`src/design/ali_pkg.sv`:
```
// Constants for the activity indicator block: bus map, field layout, timing.
// Assumes a 100 MHz core clock and an APB master with 32-bit data.
//
// Summary of operation
// - Both green power LEDs show a soft, dim blinking heartbeat while running.
// - Input-side receive LED pulses on any MIDI-in or USB-in message.
// - Input-side receive LED also pulses on a received parameter edit message.
// - Input-side transmit LED pulses on any message sent on MIDI out or USB.
// - At power-up the three input-side status LEDs light one after another.
// - A jack LED is fully off while no plug is detected, except when the chase pattern steps onto it.
// - A jack LED is dim and steady as soon as a plug is detected.
// - A jack LED flashes bright when that input emits a message.
// - USB receive LED lights briefly on each message arriving over USB.
// - USB transmit LED lights briefly on each message sent over USB.
// - MIDI input LED lights briefly on each message arriving on MIDI in.
// - MIDI output LED lights briefly on each message sent on MIDI out.
// - With phantom power on, the MIDI input LED is held dim and steady.
// - With phantom power on, MIDI input messages still flash that LED bright.
// - Save to flash after ten idle seconds; every edit restarts the timer.
// - A chase pattern runs while the flash write lasts, then normal display.
// - Router merges pedal, MIDI-in, USB-in to both outputs, never USB to USB.
// - Five routing switches, pedals ganged, all on after reset.

package ali_pkg;

  // ---------------------------------------------------------------------------
  // Register map
  // ---------------------------------------------------------------------------
  localparam logic [11:0] CTRL_ADDR   = 12'h000;
  localparam logic [11:0] STATUS_ADDR = 12'h004;

  // CTRL fields
  localparam int SW_PED_MIDI   = 0;
  localparam int SW_THRU       = 1;
  localparam int SW_USB_MIDI   = 2;
  localparam int SW_PED_USB    = 3;
  localparam int SW_MIDI_USB   = 4;
  localparam int PHANTOM_BIT   = 5;
  localparam int CTRL_W        = 6;
  localparam logic [CTRL_W-1:0] CTRL_RST = 6'h1F;

  // STATUS fields
  localparam int ST_JACK_LSB    = 0;
  localparam int ST_MODE_LSB    = 8;
  localparam int ST_PENDING_BIT = 10;
  localparam int ST_BUSY_BIT    = 11;

  // ---------------------------------------------------------------------------
  // LED vector layout
  // ---------------------------------------------------------------------------
  localparam int N_JACK      = 8;
  localparam int LED_PWR_IN  = 8;
  localparam int LED_RX      = 9;
  localparam int LED_TX      = 10;
  localparam int LED_PWR_OUT = 11;
  localparam int LED_USB_RX  = 12;
  localparam int LED_USB_TX  = 13;
  localparam int LED_MIDI_IN = 14;
  localparam int LED_MIDI_OUT = 15;
  localparam int N_LED       = 16;
  localparam int N_STR       = 14;
  localparam int STR_JACK0   = 6;

  // ---------------------------------------------------------------------------
  // PWM levels
  // ---------------------------------------------------------------------------
  localparam logic [7:0] PWM_DIM    = 8'h10;
  localparam logic [7:0] PWM_BRIGHT = 8'hFF;

  // ---------------------------------------------------------------------------
  // Timing
  // ---------------------------------------------------------------------------
  localparam longint CLK_HZ      = 100000000;
  localparam longint CYC_PER_MS  = CLK_HZ / 1000;
  localparam longint PULSE_MS    = 50;
  localparam longint STEP_MS     = 200;
  localparam longint HEART_MS    = 1000;
  localparam longint IDLE_S      = 10;
  localparam int unsigned PULSE_CYC = 32'(PULSE_MS * CYC_PER_MS);
  localparam int unsigned STEP_CYC  = 32'(STEP_MS * CYC_PER_MS);
  localparam int unsigned HEART_CYC = 32'(HEART_MS * CYC_PER_MS);
  localparam int unsigned IDLE_CYC  = 32'(IDLE_S * CLK_HZ);

  typedef enum logic [1:0] {
    MODE_POWERUP,
    MODE_RUN,
    MODE_SAVE_REQ,
    MODE_CHASE
  } ali_mode_e;

endpackage : ali_pkg

```
`src/design/ali_stretch.sv`:
```
// Retriggerable pulse stretcher for one activity indicator.
// Assumes a single synchronous clock and an active-high synchronous reset.
`timescale 1ns/10ps
`default_nettype none

module ali_stretch #(
  parameter int unsigned P_LEN = 32'd5000000
) (
  input  wire logic i_core_clk,
  input  wire logic i_sys_rst,
  input  wire logic i_trig,
  output var  logic o_active
);

  logic [31:0] cnt_reg;

  // ---------------------------------------------------------------------------
  // Counter
  // ---------------------------------------------------------------------------
  // retrigger reloads count
  always_ff @(posedge i_core_clk)
  begin
    if (i_sys_rst)
      cnt_reg <= 32'h0;
    else if (i_trig)
      cnt_reg <= P_LEN[31:0];
    else if (cnt_reg != 32'h0)
      cnt_reg <= cnt_reg - 32'h1;
  end

  always_ff @(posedge i_core_clk)
  begin
    if (i_sys_rst)
      o_active <= 1'b0;
    else
      o_active <= i_trig || (cnt_reg > 32'h1);
  end

endmodule : ali_stretch

`default_nettype wire

```
`src/design/ali_top.sv`:
```
// Front-panel indicator controller with message router flags and save timer.
// Assumes synchronous event strobes, an APB master, and a flash controller
// that raises i_flash_busy for the length of a write.
`timescale 1ns/10ps
`default_nettype none

module ali_top #(
  parameter int unsigned P_PULSE_CYC = ali_pkg::PULSE_CYC,
  parameter int unsigned P_STEP_CYC  = ali_pkg::STEP_CYC,
  parameter int unsigned P_HEART_CYC = ali_pkg::HEART_CYC,
  parameter int unsigned P_IDLE_CYC  = ali_pkg::IDLE_CYC
) (
  input  wire logic        i_core_clk,
  input  wire logic        i_sys_rst,
  // APB slave
  input  wire logic        i_psel,
  input  wire logic        i_penable,
  input  wire logic        i_pwrite,
  input  wire logic [11:0] i_paddr,
  input  wire logic [31:0] i_pwdata,
  output var  logic [31:0] o_prdata,
  output var  logic        o_pready,
  output var  logic        o_pslverr,
  // Message engine strobes
  input  wire logic        i_midi_in_evt,
  input  wire logic        i_usb_in_evt,
  input  wire logic        i_edit_evt,
  input  wire logic [7:0]  i_pedal_evt,
  input  wire logic [7:0]  i_jack_present,
  // Flash save handshake
  input  wire logic        i_flash_busy,
  output var  logic        o_flash_start,
  // Router forwarding strobes and registered switch levels
  output var  logic        o_fwd_midi_out,
  output var  logic        o_fwd_usb_out,
  output var  logic        o_thru_forward_switch,
  output var  logic        o_midi_phantom_power,
  // LEDs
  output var  logic        o_led_pwr_in,
  output var  logic        o_led_pwr_out,
  output var  logic        o_led_rx,
  output var  logic        o_led_tx,
  output var  logic        o_led_usb_rx,
  output var  logic        o_led_usb_tx,
  output var  logic        o_led_midi_in,
  output var  logic        o_led_midi_out,
  output var  logic [7:0]  o_led_jack
);

  // ---------------------------------------------------------------------------
  // Declarations
  // ---------------------------------------------------------------------------
  logic [ali_pkg::CTRL_W-1:0] ctrl_reg;
  logic                       pending_reg;
  logic [31:0]                idle_reg;
  logic [31:0]                step_reg;
  logic [31:0]                heart_reg;
  logic                       heart_on_reg;
  logic [7:0]                 pwm_reg;
  logic [3:0]                 seq_reg;
  ali_pkg::ali_mode_e         mode_reg;
  ali_pkg::ali_mode_e         mode_next;
  logic [ali_pkg::N_LED-1:0]  led_reg;
  logic [ali_pkg::N_LED-1:0]  led_next;
  logic [ali_pkg::N_STR-1:0]  trig;
  logic [ali_pkg::N_STR-1:0]  act;
  logic                       apb_access;
  logic                       apb_write;
  logic                       ctrl_hit;
  logic                       status_hit;
  logic                       edit_any;
  logic                       pedal_any;
  logic                       route_midi;
  logic                       route_usb;
  logic                       idle_done;
  logic                       step_done;

  // Shared PWM compare for all LEDs
  function automatic logic pwm_level(input logic [7:0] duty, input logic [7:0] cnt);
    pwm_level = (cnt < duty) || (duty == ali_pkg::PWM_BRIGHT);
  endfunction : pwm_level

  function automatic logic led_drive(input logic bright, input logic dim, input logic [7:0] cnt);
    if (bright)
      led_drive = pwm_level(ali_pkg::PWM_BRIGHT, cnt);
    else if (dim)
      led_drive = pwm_level(ali_pkg::PWM_DIM, cnt);
    else
      led_drive = 1'b0;
  endfunction : led_drive

  // ---------------------------------------------------------------------------
  // APB slave
  // ---------------------------------------------------------------------------
  // One wait state: the answer comes one cycle into the access phase.
  assign apb_access = i_psel && i_penable && !o_pready;
  assign apb_write  = i_psel && i_penable && o_pready && i_pwrite;
  assign ctrl_hit   = (i_paddr == ali_pkg::CTRL_ADDR);
  assign status_hit = (i_paddr == ali_pkg::STATUS_ADDR);

  always_ff @(posedge i_core_clk)
  begin
    if (i_sys_rst)
      o_pready <= 1'b0;
    else
      o_pready <= apb_access;
  end

  always_ff @(posedge i_core_clk)
  begin
    if (i_sys_rst)
      o_pslverr <= 1'b0;
    else
      o_pslverr <= apb_access && !ctrl_hit && !status_hit;
  end

  always_ff @(posedge i_core_clk)
  begin
    if (i_sys_rst)
      o_prdata <= 32'h0;
    else if (apb_access && !i_pwrite && ctrl_hit)
      o_prdata <= {26'h0, ctrl_reg};
    else if (apb_access && !i_pwrite && status_hit)
    begin
      o_prdata <= 32'h0;
      o_prdata[ali_pkg::ST_JACK_LSB +: 8] <= i_jack_present;
      o_prdata[ali_pkg::ST_MODE_LSB +: 2] <= mode_reg;
      o_prdata[ali_pkg::ST_PENDING_BIT]   <= pending_reg;
      o_prdata[ali_pkg::ST_BUSY_BIT]      <= i_flash_busy;
    end
    else if (apb_access)
      o_prdata <= 32'h0;
  end

  // Write lands where the master sees pready
  // switches all on
  always_ff @(posedge i_core_clk)
  begin
    if (i_sys_rst)
      ctrl_reg <= ali_pkg::CTRL_RST;
    else if (apb_write && ctrl_hit)
      ctrl_reg <= i_pwdata[ali_pkg::CTRL_W-1:0];
  end

  // ---------------------------------------------------------------------------
  // Router
  // ---------------------------------------------------------------------------
  assign pedal_any = |i_pedal_evt;

  assign route_midi = (pedal_any && ctrl_reg[ali_pkg::SW_PED_MIDI])
                   || (i_midi_in_evt && ctrl_reg[ali_pkg::SW_THRU])
                   || (i_usb_in_evt && ctrl_reg[ali_pkg::SW_USB_MIDI]);
  assign route_usb  = (pedal_any && ctrl_reg[ali_pkg::SW_PED_USB])
                   || (i_midi_in_evt && ctrl_reg[ali_pkg::SW_MIDI_USB]);

  always_ff @(posedge i_core_clk)
  begin
    if (i_sys_rst)
    begin
      o_fwd_midi_out <= 1'b0;
      o_fwd_usb_out  <= 1'b0;
    end
    else
    begin
      o_fwd_midi_out <= route_midi;
      o_fwd_usb_out  <= route_usb;
    end
  end

  always_ff @(posedge i_core_clk)
  begin
    if (i_sys_rst)
    begin
      o_thru_forward_switch <= 1'b1;
      o_midi_phantom_power  <= 1'b0;
    end
    else
    begin
      o_thru_forward_switch <= ctrl_reg[ali_pkg::SW_THRU];
      o_midi_phantom_power  <= ctrl_reg[ali_pkg::PHANTOM_BIT];
    end
  end

  // ---------------------------------------------------------------------------
  // Activity stretchers
  // ---------------------------------------------------------------------------
  // receive from either port
  assign trig[0] = i_midi_in_evt || i_usb_in_evt || i_edit_evt;
  assign trig[1] = route_midi || route_usb;
  assign trig[2] = i_usb_in_evt;
  assign trig[3] = route_usb;
  assign trig[4] = i_midi_in_evt;
  assign trig[5] = route_midi;
  assign trig[ali_pkg::N_STR-1:ali_pkg::STR_JACK0] = i_pedal_evt & i_jack_present;

  genvar gi;
  generate
    for (gi = 0; gi < ali_pkg::N_STR; gi++)
    begin : g_str
      ali_stretch #(
        .P_LEN (P_PULSE_CYC)
      ) u_str (
        .i_core_clk (i_core_clk),
        .i_sys_rst  (i_sys_rst),
        .i_trig     (trig[gi]),
        .o_active   (act[gi])
      );
    end
  endgenerate

  // ---------------------------------------------------------------------------
  // PWM and heartbeat
  // ---------------------------------------------------------------------------
  always_ff @(posedge i_core_clk)
  begin
    if (i_sys_rst)
      pwm_reg <= 8'h0;
    else
      pwm_reg <= pwm_reg + 8'h1;
  end

  // Half period on, half off
  always_ff @(posedge i_core_clk)
  begin
    if (i_sys_rst)
    begin
      heart_reg    <= 32'h0;
      heart_on_reg <= 1'b1;
    end
    else if (heart_reg >= (P_HEART_CYC[31:0] >> 1) - 32'h1)
    begin
      heart_reg    <= 32'h0;
      heart_on_reg <= !heart_on_reg;
    end
    else
      heart_reg <= heart_reg + 32'h1;
  end

  // ---------------------------------------------------------------------------
  // Save timer
  // ---------------------------------------------------------------------------
  assign edit_any  = i_edit_evt || (apb_write && ctrl_hit);
  assign idle_done = pending_reg && !edit_any && (idle_reg >= P_IDLE_CYC[31:0] - 32'h1);

  always_ff @(posedge i_core_clk)
  begin
    if (i_sys_rst)
      idle_reg <= 32'h0;
    else if (edit_any || !pending_reg)
      idle_reg <= 32'h0;
    else if (!idle_done)
      idle_reg <= idle_reg + 32'h1;
  end

  // Edit at expiry keeps save pending
  always_ff @(posedge i_core_clk)
  begin
    if (i_sys_rst)
      pending_reg <= 1'b0;
    else if (edit_any)
      pending_reg <= 1'b1;
    else if (idle_done && mode_reg == ali_pkg::MODE_RUN)
      pending_reg <= 1'b0;
  end

  // ---------------------------------------------------------------------------
  // Mode sequencer
  // ---------------------------------------------------------------------------
  assign step_done = (step_reg >= P_STEP_CYC[31:0] - 32'h1);

  always_comb
  begin
    mode_next = mode_reg;
    unique case (mode_reg)
      ali_pkg::MODE_POWERUP:
        if (step_done && seq_reg == 4'h2)
          mode_next = ali_pkg::MODE_RUN;
      ali_pkg::MODE_RUN:
        if (idle_done)
          mode_next = ali_pkg::MODE_SAVE_REQ;
      ali_pkg::MODE_SAVE_REQ:
        if (i_flash_busy)
          mode_next = ali_pkg::MODE_CHASE;
      ali_pkg::MODE_CHASE:
        if (!i_flash_busy)
          mode_next = ali_pkg::MODE_RUN;
    endcase
  end

  always_ff @(posedge i_core_clk)
  begin
    if (i_sys_rst)
      mode_reg <= ali_pkg::MODE_POWERUP;
    else
      mode_reg <= mode_next;
  end

  always_ff @(posedge i_core_clk)
  begin
    if (i_sys_rst)
      o_flash_start <= 1'b0;
    else
      o_flash_start <= (mode_next == ali_pkg::MODE_SAVE_REQ);
  end

  // Step timer for power-up and chase
  always_ff @(posedge i_core_clk)
  begin
    if (i_sys_rst || mode_reg != mode_next)
    begin
      step_reg <= 32'h0;
      seq_reg  <= 4'h0;
    end
    else if (step_done)
    begin
      step_reg <= 32'h0;
      seq_reg  <= seq_reg + 4'h1;
    end
    else
      step_reg <= step_reg + 32'h1;
  end

  // ---------------------------------------------------------------------------
  // LED composition
  // ---------------------------------------------------------------------------
  always_comb
  begin
    led_next = '0;
    unique case (mode_reg)
      ali_pkg::MODE_POWERUP:
        if (seq_reg == 4'h0)
          led_next[ali_pkg::LED_PWR_IN] = 1'b1;
        else if (seq_reg == 4'h1)
          led_next[ali_pkg::LED_RX] = 1'b1;
        else
          led_next[ali_pkg::LED_TX] = 1'b1;
      ali_pkg::MODE_CHASE:
        led_next[seq_reg] = 1'b1;
      ali_pkg::MODE_RUN, ali_pkg::MODE_SAVE_REQ:
      begin
        led_next[ali_pkg::LED_PWR_IN]  = led_drive(1'b0, heart_on_reg, pwm_reg);
        led_next[ali_pkg::LED_PWR_OUT] = led_drive(1'b0, heart_on_reg, pwm_reg);
        led_next[ali_pkg::LED_RX]      = led_drive(act[0], 1'b0, pwm_reg);
        led_next[ali_pkg::LED_TX]      = led_drive(act[1], 1'b0, pwm_reg);
        led_next[ali_pkg::LED_USB_RX]  = led_drive(act[2], 1'b0, pwm_reg);
        led_next[ali_pkg::LED_USB_TX]  = led_drive(act[3], 1'b0, pwm_reg);
        led_next[ali_pkg::LED_MIDI_IN] = led_drive(act[4], ctrl_reg[ali_pkg::PHANTOM_BIT], pwm_reg);
        led_next[ali_pkg::LED_MIDI_OUT] = led_drive(act[5], 1'b0, pwm_reg);
        for (int j = 0; j < ali_pkg::N_JACK; j++)
        begin
          led_next[j] = i_jack_present[j]
                      && led_drive(act[ali_pkg::STR_JACK0 + j], 1'b1, pwm_reg);
        end
      end
    endcase
  end

  always_ff @(posedge i_core_clk)
  begin
    if (i_sys_rst)
      led_reg <= '0;
    else
      led_reg <= led_next;
  end

  assign o_led_jack     = led_reg[ali_pkg::N_JACK-1:0];
  assign o_led_pwr_in   = led_reg[ali_pkg::LED_PWR_IN];
  assign o_led_rx       = led_reg[ali_pkg::LED_RX];
  assign o_led_tx       = led_reg[ali_pkg::LED_TX];
  assign o_led_pwr_out  = led_reg[ali_pkg::LED_PWR_OUT];
  assign o_led_usb_rx   = led_reg[ali_pkg::LED_USB_RX];
  assign o_led_usb_tx   = led_reg[ali_pkg::LED_USB_TX];
  assign o_led_midi_in  = led_reg[ali_pkg::LED_MIDI_IN];
  assign o_led_midi_out = led_reg[ali_pkg::LED_MIDI_OUT];

endmodule : ali_top

`default_nettype wire

```
`config.mk`:
```
export PLATFORM = sky130hd
export DESIGN_NAME = ali_top
export DESIGN_NICKNAME = d
export VERILOG_FILES = /design/src/design/ali_pkg.sv /design/src/design/ali_stretch.sv /design/src/design/ali_top.sv
export SDC_FILE = /design/constraint.sdc
export NUM_CORES = 1
export LEC_CHECK = 0
export BUFFER_PORTS_ARGS = -buffer_cell sky130_fd_sc_hd__buf_4
export CAP_MARGIN = 20
export CORE_UTILIZATION = 42
export CTS_CLUSTER_SIZE = 30
export DETAILED_ROUTE_END_ITERATION = 12
export PLACE_DENSITY = 0.56
export SYNTH_ARGS = -nofsm -noshare
export SYNTH_HDL_FRONTEND = slang
export SYNTH_HIERARCHICAL = 1
export SYNTH_SLANG_ARGS = --single-unit
```
`constraint.sdc`:
```
create_clock -name i_core_clk -period 3.26 [get_ports i_core_clk]
set_input_delay 0.326 -clock i_core_clk [delete_from_list [all_inputs] [get_ports i_core_clk]]
set_output_delay 0.326 -clock i_core_clk [all_outputs]
set_load 0.005 [all_outputs]
```
==> key figures <==
Global route
  – Total grt overflow: 0
  – Total GRT Usage: 20.22%
  – Number of global-route vias before repair: 24860
  – First-pass GRT wire length: 130000 microns
  – Largest net degree at the start of global routing: 77
  – Initial antenna violation count: 3

Layout
  – # fillers: 7252
  – Synth-to-layout area growth: 12.13%
  – Reg area: 12310 sq um
  – Share of layout cells above drive strength 1: 13.50%
  – Post-layout nets: 3772
  – Footprint of the multi-input gates: 17900 sq um
  – Largest register FFs: 448

Clock network
  – Maximum clock path buffer count: 3
  – Quantity of hold-fixing buffers added after cts: 9
  – Clock Sinks: 615
  – CTS Root Cell: clkbuf_16
  – Clock buffers created by TritonCTS: 74
  – Clk_lat worst skew: 0.61 ns
  – CTS tree: yes
  – CTS resizes: 0
  – Post-CTS setup buffers: 0
  – Htree depth: 3
  – Clk pin slew, worst setup/hold paths: 0.06 ns

Timing
  – Fin Setup TNS: 0 ns
  – Skew final: 0.02217 ns
  – Final Critical Period: 2.589 ns
  – Max Slew Vio Count: 0
  – Max-slew headroom: 30.36%
  – RSZ-0062 raised after global routing: false
  – Final hold vios: 0
  – Post-route clock period utilization: 79.43%
  – Final setup viols: 0
  – Peak Freq: 386.2 MHz
  – Least-Margin Pin Slew: 1.033 ns

Pwr
  – P_int: 16.44 mW
  – Max VDD drop: 407.8 uV
  – Comb power frac: 28.6%
  – Power Total: 24.77 mW
  – Switch share: 33.64%
  – P_sw: 8.335 mW
  – P per Cell Area: 698.6 nW/um^2
  – Sequential power share: 36.5%
  – Clock Power Share: 34.9%
  – Static Leakage: 12.72 nW

Logic synthesis
  – Yosys cell types: 74
  – Synth Instances: 3618
  – Seq/Total Area, Yosys: 38.93%
  – Cell Area, Synth: 31630 sq um
  – EDFF count, synth: 0
  – Avg Cell Area, Syn: 8.741 sq um
  – Yosys warns: 6
  – Post-synthesis xor/xnor area fraction: 6.951%
  – Post-synthesis adder-cell area fraction: 2.136%
  – Post-synth ARST share: 0%
  – Top_reg_cell synth: dfxtp_1
  – Post-synthesis mux area share: 0.9416%
  – Largest family of logic cells by synthesized area: simple AND/OR/NAND/NOR gates
  – Area fraction in compound gates after synthesis: 17.95%
  – Synth Area in Simple Gates: 28.16%
  – Synth Register Bits: 615

Critical path
  – CP Max Fanout: 7
  – Kind of critical path: flop to flop
  – Worst path arrival time: 3.11 ns
  – CP startpoint kind: flop
  – Endpoint type of the worst setup path: flop
  – Worst Path Required: 3.78 ns

Floorplan
  – Initial Util: 42.48%
  – # IOs: 124
  – Die width: 276.4 microns
  – FP Rows: 100
  – Chip height: 276.4 microns
  – Core area: 74450 sq um
  – Die area: 76400 sq um

Drt
  – Post-route ant nets: 0
  – DR WL/cell: 16.83 microns
  – DRC viols: 0
  – Post-Route WL: 78680 microns
  – Pre-antenna DRT Iters: 5
  – First DRT Iteration DRCs: 1717
  – Vias per cell: 5.705
  – Total number of vias: 26670

Run
  – Maxcap violations: 0

Worst hold path
  – Worst min path class: input port to flop

Outcome
  – Status: finished clean

Placed design
  – RD Place Congestion: 0.8193
  – Dpl hpwl: 53880 microns
  – # port buffers: 77
[critical path, stage by stage (launching register included)]
cell	delay, ns
dfxtp_1	0.33
inv_1	0.12
ha_1	0.22
or3b_2	0.57
or4_4	0.46
a21o_1	0.24
or4_1	0.41
a21oi_1	0.15
[final cells by class]
cell class	instances	share of cell area, %
Inverter	90	0.9526
Timing Repair Buffer	146	3.235
Tap cell	969	3.419
Clock buffer	106	6.164
Antenna cell	1	0.007056
Multi-Input combinational cell	2722	50.47
Clock inverter	25	1.041
Sequential cell	615	34.72
[final timing paths]
kind	start	endpoint	slack (ns)	cells past startpoint
min reg2reg	g_str[3].u_str/o_active$_SDFF_PP0_	led_reg[13]$_SDFF_PP0_	0.44	2
max reg2reg	g_str[2].u_str/cnt_reg[0]$_SDFFE_PP0P_	g_str[2].u_str/cnt_reg[28]$_SDFFE_PP0P_	0.67	7
max	g_str[2].u_str/cnt_reg[0]$_SDFFE_PP0P_	g_str[2].u_str/cnt_reg[28]$_SDFFE_PP0P_	0.67	7
min	i_jack_present[4]	led_reg[4]$_SDFF_PP0_	0.05	3
[cell families after synthesis]
logic type      Yosys count
simple gates           1510
compound gates          845
flops                   615
buf+inv                 313
xor+xnor                251
fa+ha+maj                54
mux                      29
other cells               1
[cell usage in the layout, fill, tap and decap left out, types with 23 or more instances in the layout]
cell / instances
a21o_1: 45
a21oi_1: 276
a311o_1: 28
a31oi_1: 46
and2_1: 29
and3_1: 24
buf_4: 133
clkbuf_16: 77
conb_1: 33
dfxtp_1: 615
ha_1: 54
inv_1: 90
mux2i_1: 23
nand2_1: 107
nand3_1: 107
nand4_1: 34
nor2_1: 338
nor3_1: 151
nor4_1: 108
o211ai_1: 53
o21a_1: 46
o21ai_0: 107
o31a_1: 30
o31ai_1: 80
or2_2: 60
or3_1: 218
or3_2: 28
or4_1: 123
or4_4: 42
xnor2_1: 78
xor2_1: 173
[synthesized netlist by cell type (15+ instances only)]
library cell  number  area (sq um)
o31ai_1           80         600.6
nand3b_1          15         112.6
or2_2             60         375.4
nand3_1          107         535.5
o21ai_0          107         535.5
nand4_1           34         212.7
mux2i_1           23         230.2
inv_1             90         337.8
nor4_1           108         675.7
a211oi_1          16         120.1
buf_2             48         240.2
or3_2             28         210.2
nand2b_1          15         93.84
nor3_1           152         760.7
xnor2_1           78         683.2
dfxtp_1          615         12310
nor4_2            15         187.7
a21oi_1          276          1381
and2_1            29         181.4
xor2_1           173          1515
a311o_1           28         280.3
buf_4             48         360.4
clkbuf_1         105         394.1
o2111ai_1         15         131.4
and3_1            24         150.1
a31oi_1           46         287.8
o21a_1            46         345.3
or4_1            123         923.4
o211ai_1          53         397.9
ha_1              54         675.7
a21o_1            45         337.8
nor2_1           338          1269
or3_1            218          1364
buf_6             19         214.0
or4_4             42         473.0
nand2_1          107         401.6
o31a_1            30         262.8
[power groups by stage]
stage               sequential, mW  combinational [mW]  clock (mW)
global placement              9.19                6.96           0
CTS                           9.04                7.06        8.90
floorplan                     8.97                5.83           0
global route                  9.18                7.87        9.20
finish                        9.05                7.09        8.63
detailed placement            9.19                7.01           0
[stage by stage]
step	std cells	cell area (sq um)	setup slack, ns	hold slack [ns]	utilization, %
final	4674	35460	0.6707	0.04997	47.64
after floorplan	3650	31750	0.8701	0.4132	-
after global placement	4532	32810	0.6421	0.4318	44.07
after detailed placement	4532	32810	0.5938	0.4457	44.07
after global routing	4674	35460	0.4921	0.03201	47.64
after CTS	4672	35460	0.5706	0.01524	47.63
[metal layers]
layer | vias up | part of all wire, % | global-route usage [%]
li1 | 13480 | - | -
met1 | 12600 | 49 | 28.45
met2 | 505 | 43 | 30.62
met3 | 91 | 6.3 | 5.112
met4 | 0 | 2.0 | 5.128
met5 | - | 0 | 0
(Power assumes the default switching activity.)
